`config.mk`:
```
export PLATFORM = sky130hd
export DESIGN_NAME = cfus_top
export DESIGN_NICKNAME = d
export VERILOG_FILES = /design/src/verilog/cfus_pkg.sv /design/src/verilog/cfus_chan_if.sv /design/src/verilog/cfus_chan.sv /design/src/verilog/cfus_top.sv
export SDC_FILE = /design/constraint.sdc
export NUM_CORES = 1
export LEC_CHECK = 0
export ABC_AREA = 1
export BUFFER_PORTS_ARGS = -buffer_cell sky130_fd_sc_hd__buf_4
export CAP_MARGIN = 30
export CORE_MARGIN = 3
export CORE_UTILIZATION = 60
export DETAILED_ROUTE_END_ITERATION = 10
export PLACE_DENSITY_LB_ADDON = 0.25
export SLEW_MARGIN = 20
export SYNTH_ARGS = -nofsm -noshare
export SYNTH_HDL_FRONTEND = slang
export SYNTH_SLANG_ARGS = --single-unit
```
`constraint.sdc`:
```
create_clock -name clock_i -period 7.5 [get_ports clock_i]
set_input_delay 1.5 -clock clock_i [delete_from_list [all_inputs] [get_ports clock_i]]
set_output_delay 1.5 -clock clock_i [all_outputs]
set_load 0.03 [all_outputs]
```
`src/verilog/cfus_pkg.sv`:
```
`default_nettype none
package cfus_pkg;
    // ----------------------------------------------------------------
    // channel configuration word
    // ----------------------------------------------------------------
    localparam int          NCH      = 6;
    localparam int          NFILT    = 6;
    localparam int          FILT_LSB = 0;
    localparam int          FILT_W   = 3;
    localparam int          LEAD_BIT = 4;
    localparam logic [15:0] CFG_RST  = 16'h0000;
    localparam logic [2:0]  LAST_CH  = 3'h5;
    localparam logic [2:0]  LAST_FILT = 3'h5;

    // ----------------------------------------------------------------
    // timing
    // ----------------------------------------------------------------
    localparam int CLK_PERIOD_NS = 25;
    localparam int MS_NS         = 1000000;
    localparam int MS_CYCLES     = MS_NS / CLK_PERIOD_NS;
    localparam int PER_W         = 10;

    // update periods in ms, index = filter code (ascending frequency)
    localparam logic [5:0][9:0] UPD_SHORT_MS = {10'h004, 10'h012, 10'h035,
                                                10'h03E, 10'h066, 10'h0F2};
    localparam logic [5:0][9:0] UPD_LONG_MS  = {10'h00A, 10'h044, 10'h0D0,
                                                10'h0F4, 10'h194, 10'h3C4};
    // digital filter cut-off in Hz
    localparam logic [5:0][6:0] CUTOFF_HZ    = {7'h6D, 7'h0E, 7'h05,
                                                7'h04, 7'h02, 7'h01};

    // ----------------------------------------------------------------
    // input image
    // ----------------------------------------------------------------
    localparam int IMG_STAT  = 6;
    localparam int IMG_RANGE = 7;
    localparam int HI_LSB    = 8;

    typedef enum logic [1:0] {
        CH_IDLE = 2'b00,
        CH_CONV = 2'b01,
        CH_HOLD = 2'b11
    } cfus_ch_state_e;
endpackage
`default_nettype wire

```
`src/verilog/cfus_chan_if.sv`:
```
`default_nettype none
interface cfus_chan_if;
    logic       start;
    logic       run;
    logic [9:0] period_ms;
    logic       done;
    logic       ready;
    modport top  (output start, run, period_ms, input  done, ready);
    modport chan (input  start, run, period_ms, output done, ready);
endinterface
`default_nettype wire

```
`src/verilog/cfus_chan.sv`:
```
`default_nettype none
module cfus_chan (
    input  wire logic    clock_i,
    input  wire logic    arst_n_i,
    input  wire logic    ms_tick_i,
    cfus_chan_if.chan    ch
);
    cfus_pkg::cfus_ch_state_e state_q;
    logic [9:0]               cnt_q;

    // ----------------------------------------------------------------
    // per-channel conversion timer
    // ----------------------------------------------------------------
    assign ch.done  = (state_q == cfus_pkg::CH_CONV) && ms_tick_i
                      && (cnt_q == ch.period_ms - 10'h001);
    assign ch.ready = (state_q != cfus_pkg::CH_CONV);

    always_ff @(posedge clock_i or negedge arst_n_i) begin
        if (!arst_n_i) begin
            state_q <= cfus_pkg::CH_IDLE;
        end else begin
            unique case (state_q)
                cfus_pkg::CH_IDLE,
                cfus_pkg::CH_HOLD: begin
                    if (ch.start) begin
                        state_q <= ch.run ? cfus_pkg::CH_CONV : cfus_pkg::CH_IDLE;
                    end
                end
                cfus_pkg::CH_CONV: begin
                    if (ch.done) begin
                        state_q <= cfus_pkg::CH_HOLD;
                    end
                end
                default: state_q <= cfus_pkg::CH_IDLE;
            endcase
        end
    end

    always_ff @(posedge clock_i or negedge arst_n_i) begin
        if (!arst_n_i) begin
            cnt_q <= 10'h000;
        end else if (state_q != cfus_pkg::CH_CONV) begin
            cnt_q <= 10'h000;
        end else if (ms_tick_i) begin
            cnt_q <= cnt_q + 10'h001;
        end
    end

    period_count_a: assert property (@(posedge clock_i) disable iff (!arst_n_i)
        $rose(state_q == cfus_pkg::CH_HOLD) |-> $past(cnt_q) == ch.period_ms - 10'h001)
        else $error("channel finished at wrong ms count");
endmodule // cfus_chan
`default_nettype wire

```
`src/verilog/cfus_top.sv`:
```
// Notes on behaviour
// - each channel has its own three-bit filter code in config bits 2..0.
// - lead compensation off: periods 242, 102, 62, 53, 18, 4 ms.
// - lead compensation on: periods 964, 404, 244, 208, 68, 10 ms.
// - cut-off 1, 2, 4, 5, 14, 109 Hz follows the filter code.
// - channels convert together; module scan lasts as long as slowest channel.
// - lead compensation on after reset; one channel per scan measures lead, plus any channel with a forced measurement pending.
// - lead-measured channel advances round robin over enabled channels.
// - data word refreshed each scan, held while a config change is pending.
// - image words 0..5 carry channel data; valid only if enabled, no error.
// - image words 6 and 7 carry status; meaningful only for enabled channels.
// - bit 4 clear means cyclic lead measurement; 0 then 1 forces one.
// - run entry or any config write forces lead compensation on that channel.
`default_nettype none
module cfus_top #(
    parameter int unsigned MS_CYCLES = cfus_pkg::MS_CYCLES
) (
    input  wire logic             clock_i,
    input  wire logic             arst_n_i,
    input  wire logic             run_i,
    input  wire logic [5:0]       chan_en_i,
    input  wire logic             cfg_wr_i,
    input  wire logic [2:0]       cfg_chan_i,
    input  wire logic [15:0]      cfg_word_i,
    input  wire logic [5:0][15:0] adc_data_i,
    input  wire logic [5:0]       adc_err_i,
    input  wire logic [5:0]       open_i,
    input  wire logic [5:0]       over_i,
    input  wire logic [5:0]       under_i,
    output logic      [7:0][15:0] image_o,
    output logic      [5:0]       lead_meas_o,
    output logic      [5:0]       chan_conv_o,
    output logic      [5:0][6:0]  cutoff_hz_o,
    output logic      [5:0]       cfg_err_o,
    output logic                  scan_done_o
);
    logic [15:0]       div_q;
    logic              ms_tick;
    logic [5:0][15:0]  cfg_q;
    logic [5:0][15:0]  data_q;
    logic [5:0][9:0]   per_q;
    logic [5:0]        busy_q;
    logic [5:0]        pend_q;
    logic [5:0]        lead_q;
    logic [2:0]        ptr_q;
    logic              run_q;
    logic              scan_go_q;
    logic [5:0]        chdone;
    logic [5:0]        ready;
    logic [5:0]        crun;
    logic [5:0]        stat;

    cfus_chan_if ch_if [cfus_pkg::NCH] ();

    function automatic logic [2:0] nxt_chan(input logic [2:0] p, input logic [5:0] en);
        logic [2:0] r;
        logic [2:0] c;
        logic       hit;
        r   = p;
        c   = p;
        hit = 1'b0;
        for (int i = 0; i < cfus_pkg::NCH; i++) begin
            c = (c == cfus_pkg::LAST_CH) ? 3'h0 : c + 3'h1;
            if (en[c] && !hit) begin
                r   = c;
                hit = 1'b1;
            end
        end
        return r;
    endfunction

    // ----------------------------------------------------------------
    // millisecond enable
    // ----------------------------------------------------------------
    assign ms_tick = (div_q == 16'(MS_CYCLES - 1));

    always_ff @(posedge clock_i or negedge arst_n_i) begin
        if (!arst_n_i) begin
            div_q <= 16'h0000;
        end else begin
            div_q <= ms_tick ? 16'h0000 : div_q + 16'h0001;
        end
    end

    // ----------------------------------------------------------------
    // channel timers
    // ----------------------------------------------------------------
    for (genvar g = 0; g < cfus_pkg::NCH; g++) begin : g_ch
        logic [2:0] code;
        assign code                = cfg_q[g][cfus_pkg::FILT_LSB +: cfus_pkg::FILT_W];
        assign cfg_err_o[g]        = code > cfus_pkg::LAST_FILT;
        assign crun[g]             = chan_en_i[g] && !cfg_err_o[g];
        assign ch_if[g].start      = scan_go_q;
        assign ch_if[g].run        = crun[g];
        assign ch_if[g].period_ms  = per_q[g];
        assign chdone[g]           = ch_if[g].done;
        assign ready[g]            = ch_if[g].ready;

        cfus_chan u_chan (
            .clock_i   (clock_i),
            .arst_n_i  (arst_n_i),
            .ms_tick_i (ms_tick),
            .ch        (ch_if[g])
        );
    end

    assign chan_conv_o = ~ready;
    assign scan_done_o = scan_go_q;

    // ----------------------------------------------------------------
    // configuration store
    // ----------------------------------------------------------------
    always_ff @(posedge clock_i or negedge arst_n_i) begin
        if (!arst_n_i) begin
            cfg_q <= {cfus_pkg::NCH{cfus_pkg::CFG_RST}};
        end else if (cfg_wr_i && cfg_chan_i <= cfus_pkg::LAST_CH) begin
            cfg_q[cfg_chan_i] <= cfg_word_i;
        end
    end

    always_ff @(posedge clock_i or negedge arst_n_i) begin
        if (!arst_n_i) begin
            cutoff_hz_o <= '0;
        end else begin
            for (int i = 0; i < cfus_pkg::NCH; i++) begin
                cutoff_hz_o[i] <= cfg_err_o[i] ? 7'h00 : cfus_pkg::CUTOFF_HZ[cfg_q[i][2:0]];
            end
        end
    end

    // ----------------------------------------------------------------
    // module scan and lead-wire scheduling
    // ----------------------------------------------------------------
    always_ff @(posedge clock_i or negedge arst_n_i) begin
        if (!arst_n_i) begin
            scan_go_q <= 1'b0;
        end else begin
            scan_go_q <= (&ready) && !scan_go_q;
        end
    end

    always_ff @(posedge clock_i or negedge arst_n_i) begin
        if (!arst_n_i) begin
            ptr_q  <= 3'h0;
            lead_q <= 6'h00;
            per_q  <= '0;
        end else if (scan_go_q) begin
            ptr_q <= nxt_chan(ptr_q, chan_en_i);
            for (int i = 0; i < cfus_pkg::NCH; i++) begin
                lead_q[i] <= (ptr_q == 3'(i) && !cfg_q[i][cfus_pkg::LEAD_BIT] && crun[i])
                             || pend_q[i];
                if (cfg_err_o[i]) begin
                    per_q[i] <= 10'h001;
                end else if (!cfg_q[i][cfus_pkg::LEAD_BIT] || pend_q[i]) begin
                    per_q[i] <= cfus_pkg::UPD_LONG_MS[cfg_q[i][2:0]];
                end else begin
                    per_q[i] <= cfus_pkg::UPD_SHORT_MS[cfg_q[i][2:0]];
                end
            end
        end
    end

    assign lead_meas_o = lead_q & chan_conv_o;

    // forced lead measurement; a new request wins over the scan-start clear
    always_ff @(posedge clock_i or negedge arst_n_i) begin
        if (!arst_n_i) begin
            run_q  <= 1'b0;
            pend_q <= 6'h00;
        end else begin
            run_q <= run_i;
            for (int i = 0; i < cfus_pkg::NCH; i++) begin
                if ((run_i && !run_q) || (cfg_wr_i && cfg_chan_i == 3'(i))) begin
                    pend_q[i] <= 1'b1;
                end else if (scan_go_q) begin
                    pend_q[i] <= 1'b0;
                end
            end
        end
    end

    // ----------------------------------------------------------------
    // data words and image
    // ----------------------------------------------------------------
    always_ff @(posedge clock_i or negedge arst_n_i) begin
        if (!arst_n_i) begin
            busy_q <= 6'h00;
            data_q <= '0;
        end else begin
            for (int i = 0; i < cfus_pkg::NCH; i++) begin
                if (chdone[i] && !busy_q[i]) begin
                    data_q[i] <= adc_data_i[i];
                end
                if (cfg_wr_i && cfg_chan_i == 3'(i)) begin
                    busy_q[i] <= 1'b1;
                end else if (chdone[i]) begin
                    busy_q[i] <= 1'b0;
                end
            end
        end
    end

    assign stat = adc_err_i | open_i | over_i | under_i | busy_q | cfg_err_o;

    always_ff @(posedge clock_i or negedge arst_n_i) begin
        if (!arst_n_i) begin
            image_o <= '0;
        end else begin
            for (int i = 0; i < cfus_pkg::NCH; i++) begin
                image_o[i] <= data_q[i];
            end
            image_o[cfus_pkg::IMG_STAT]  <= {2'h0, open_i, 2'h0, stat};
            image_o[cfus_pkg::IMG_RANGE] <= {2'h0, over_i, 2'h0, under_i};
        end
    end

    // ----------------------------------------------------------------
    // checks
    // ----------------------------------------------------------------
    filter_error_a: assert property (@(posedge clock_i) disable iff (!arst_n_i)
        cfg_err_o[0] == (cfg_q[0][2:0] > 3'h5))
        else $error("filter code error flag wrong");

    cutoff_fast_a: assert property (@(posedge clock_i) disable iff (!arst_n_i)
        cfg_q[1][2:0] == 3'h5 |=> cutoff_hz_o[1] == 7'h6D)
        else $error("cut-off for fastest filter wrong");

    short_period_a: assert property (@(posedge clock_i) disable iff (!arst_n_i)
        scan_go_q && cfg_q[0][4] && !pend_q[0] && cfg_q[0][2:0] == 3'h5
        |=> per_q[0] == 10'h004)
        else $error("short period wrong");

    long_period_a: assert property (@(posedge clock_i) disable iff (!arst_n_i)
        scan_go_q && !cfg_q[2][4] && cfg_q[2][2:0] == 3'h5 |=> per_q[2] == 10'h00A)
        else $error("long period wrong");

    scan_slowest_a: assert property (@(posedge clock_i) disable iff (!arst_n_i)
        scan_go_q |-> $past(ready) == 6'h3F && !$past(scan_go_q))
        else $error("scan restarted while a channel converted");

    one_cyclic_a: assert property (@(posedge clock_i) disable iff (!arst_n_i)
        scan_go_q |=> $onehot0(lead_q & ~$past(pend_q)))
        else $error("more than one cyclic lead channel");

    ptr_enabled_a: assert property (@(posedge clock_i) disable iff (!arst_n_i)
        scan_go_q && chan_en_i != 6'h00 ##1 $stable(chan_en_i) |-> chan_en_i[ptr_q])
        else $error("lead pointer on a disabled channel");

    hold_busy_a: assert property (@(posedge clock_i) disable iff (!arst_n_i)
        chdone[0] && busy_q[0] |=> data_q[0] == $past(data_q[0]))
        else $error("data updated during config change");

    refresh_a: assert property (@(posedge clock_i) disable iff (!arst_n_i)
        chdone[0] && !busy_q[0] |=> data_q[0] == $past(adc_data_i[0]))
        else $error("data word not refreshed");

    force_run_a: assert property (@(posedge clock_i) disable iff (!arst_n_i)
        run_i && !run_q |=> pend_q == 6'h3F)
        else $error("run entry did not force lead compensation");

    image_data_a: assert property (@(posedge clock_i) disable iff (!arst_n_i)
        ##1 image_o[5] == $past(data_q[5]))
        else $error("image data word mismatch");

    image_stat_a: assert property (@(posedge clock_i) disable iff (!arst_n_i)
        ##1 image_o[6][5:0] == $past(stat) && image_o[7][13:8] == $past(over_i))
        else $error("image status word mismatch");
endmodule // cfus_top
`default_nettype wire

```
==> metrics.txt <==
status=finished clean; TritonCTS clock tree=built; I/O pin count=between 300 and 400; Total GRT Usage=0.272; Area growth syn-to-layout=20.2%; vias=around 16000; Die ar.=36100 um^2; total power draw=between 5 and 6 mW; vias in the first global route=between 15000 and 20000; fin. max-slew vios=0; CP endpoint kind=output port; fin worst setup slack=around 3.6 ns; post-DR wirelength/cell=16.6 um; Leakage=~12 nW; multiplexer share of the synthesized area=0; max_cap viols=0; min Tclk post-route=a little under 4 ns; slowest stage delay, CP=about 0.43 ns; PD cells=around 220 nW/um^2; drt via density=about 5.5; initial DRC count=between 1000 and 1500; Reg clk slew, reported paths=about 0.060 ns; placed insts=2905; IR drop worst, VDD=about 180 uV; sequential area share after synthesis=0.543; Setup CP Type=flip-flop to output port; largest family of logic cells by synthesized area=simple AND/OR/NAND/NOR gates; hpwl dp=~35000 um; Worst setup startpoint=cfg_q[81]; Clock Path Buffers=3; postcts setup bufs=0; row cnt=between 60 and 70; library cells used by synthesis=between 50 and 60; DP Area=22900 um^2; WL met2=about 24000 um; final std cells w/o fill=between 2000 and 3000; Sw Pwr=approximately 1.4 mW; synthesized area=approximately 20000 um^2; largest net degree at the start of global routing=between 150 and 200; Die X=between 150 and 200 um; worst r2r src=ptr_q[0]; achievable frequency=between 0.2 and 0.3 GHz; layout filler cell count=2330; Hold WC Path Type=flip-flop to flip-flop; Sink Count=approximately 440; CTS hold repair buffers=0; Final Util=0.741; startpoint of the most critical hold path=data_q[39]; Internal Power=about 4 mW; highest routed layer=met4; initial core utilization=0.616; IO buf count=311; # nets final=approximately 2700; post-detailed-route count of antenna-violating nets=0; Core ar.=roughly 33000 um^2; syn avg cell area=9.24 um^2; post-synthesis cell count=about 2200; Worst EP arrival=approximately 2.4 ns; Final Skew=between 0.02 and 0.025 ns; commonest non-fill, non-tap cell in the layout=nand2_1; post-synthesis compound-gate area fraction=0.0873; crit start category=flip-flop; CP cell instances=inv_1 > ha_1 > inv_1 > nand3_1 > inv_1 > buf_4; Place WS=3.81 ns; clock latency on the worst-skew pair=0.56 ns; worst-margin pin slew=between 1 and 1.5 ns; unrepaired setup endpoints after global routing=no; Post-CTS Resized=0; GRT overflow=0; adder-cell share of the synthesized area=0.0505; Final Wtd Congestion=0.902; post-synthesis simple-gate area fraction=0.211; period utilisation layout=0.517; TritonCTS Buffers=45; Post-Synth XOR/XNOR Area=0.0423; drt first pass iters=7; relative max-transition margin=0.332; setup TNS after final layout=0 ns; met3 routed WL=~3600 um; Syn. warnings=0; switch share=0.255; final hold violations=0; Logic pwr share=0.111; initial antenna violation count=1; Yosys reg bits=around 440; WL final=49600 um; layout cell share with drive strength beyond 1=0.176; CP Max Fanout=7; Metal-1 WL=20600 um; Die Ht=~190 um; CP required=around 6 ns; Flop pwr share=0.469; H-tree Lvls=2; final setup vio count=0; power share of the clock group=0.419; CP max-delay cell=dfrtp_1; most frequent CP cell=inv_1; most frequent cells in the layout=478 x nand2_1, 441 x dfrtp_1, 312 x buf_4, 236 x inv_1, 189 x nand3_1; Root Buffer Master=clkbuf_16; first-pass GRT wire length=roughly 80000 um; WHS=between 0.3 and 0.4 ns; Post-Layout Inst Area=about 24000 um^2; DR DRC count=0
per-layer routing:
metal	up-vias	track usage
li1	7786	-
met1	7821	0.366
met2	640	0.460
met3	110	0.0385
met4	0	0.0853
met5	-	0
power groups by stage:
stage                     clock network, mW  logic (mW)  registers (mW)
after floorplan                           0       0.212            2.65
after global placement                    0       0.585            2.55
after detailed placement                  0       0.594            2.55
after CTS                              2.28       0.599            2.51
after global routing                   2.38       0.649            2.52
final                                  2.25       0.596            2.51
kinds of logic (layout without fill, tap and decap cells):
| kind of cell | count (synthesis) | after routing |
|---|---|---|
| other | 1 | 15 |
| xor gates and xnor gates | 98 | 98 |
| buffers and inverters | 311 | 642 |
| DFF | 441 | 441 |
| adders and majority gates | 82 | 82 |
| AOI/OAI and AO/OA | 310 | 310 |
| and+or+nand+nor | 956 | 956 |
flip-flops by register name, summed over array words and instances (netlist names):
register	flops
busy_q	6
g_ch.u_chan.cnt_q	60
scan_done_o	1
lead_q	6
ptr_q	3
cutoff_hz_o	30
div_q	16
image_o	120
run_q	1
data_q	96
ch_if.period_ms	60
pend_q	6
cfg_q	24
g_ch.u_chan.state_q	12
critical path, delay by kind of cell, from the launching register on:
kind,cells,cell delay (ns)
DFF,1,0.43
and+or+nand+nor,1,0.40
adders and majority gates,1,0.21
buffers and inverters,4,0.79
area by class of cell:
class	instances	area (um^2)	share of cell area
flip-flops and latches	441	11000	0.452
multi-input cells	1460	8000	0.328
repair buffers	316	2410	0.0988
clock buffers	63	1240	0.0509
inverters	247	932	0.0382
well taps	442	553	0.0227
clock inverters	16	235	0.00964
diodes	1	2.50	0.000103
final timing paths:
kind,endpoint,slack (ns),depth (start not counted)
worst max-delay path,cfg_err_o[5],3.63,6
worst min-delay path,image_o[39],0.36,0
worst max register to register,ptr_q[0],3.75,18
worst min register to register,image_o[39],0.36,0
max in group asynchronous,cutoff_hz_o[14],4.93,2
min in group asynchronous,data_q[50],0.99,1
Yosys cell counts (all sizes together):
cell type | number | share of area
xor2 | 67 | 0.029
o21bai | 1 | 0.00037
o22ai | 33 | 0.010
a21oi | 64 | 0.016
a21boi | 1 | 0.00037
o2111ai | 2 | 0.00086
clkbuf | 20 | 0.0037
nand4 | 30 | 0.0099
nand3 | 196 | 0.050
conb | 1 | 0.00018
inv | 239 | 0.044
and3 | 4 | 0.0012
nand3b | 4 | 0.0015
a21o | 3 | 0.0011
o221a | 2 | 0.0011
a211oi | 3 | 0.0011
a2111oi | 1 | 0.00074
xnor2 | 31 | 0.013
o32ai | 2 | 0.00086
nor4 | 11 | 0.0044
or2 | 12 | 0.0037
a31oi | 13 | 0.0040
a22o | 1 | 0.00043
o221ai | 1 | 0.00043
clkinv | 8 | 0.0017
o21ai | 156 | 0.038
a32o | 11 | 0.0054
a22oi | 3 | 0.0011
or3 | 1 | 0.00031
and2 | 1 | 0.00031
nor3b | 3 | 0.0017
nand2 | 500 | 0.097
o21a | 1 | 0.00037
ha | 82 | 0.051
nor2 | 163 | 0.032
o31ai | 4 | 0.0015
o211ai | 6 | 0.0022
dfrtp | 441 | 0.54
nor3 | 31 | 0.0084
o211a | 2 | 0.00099
buf | 44 | 0.016
Note: power is estimated with default switching activity, not from simulation.
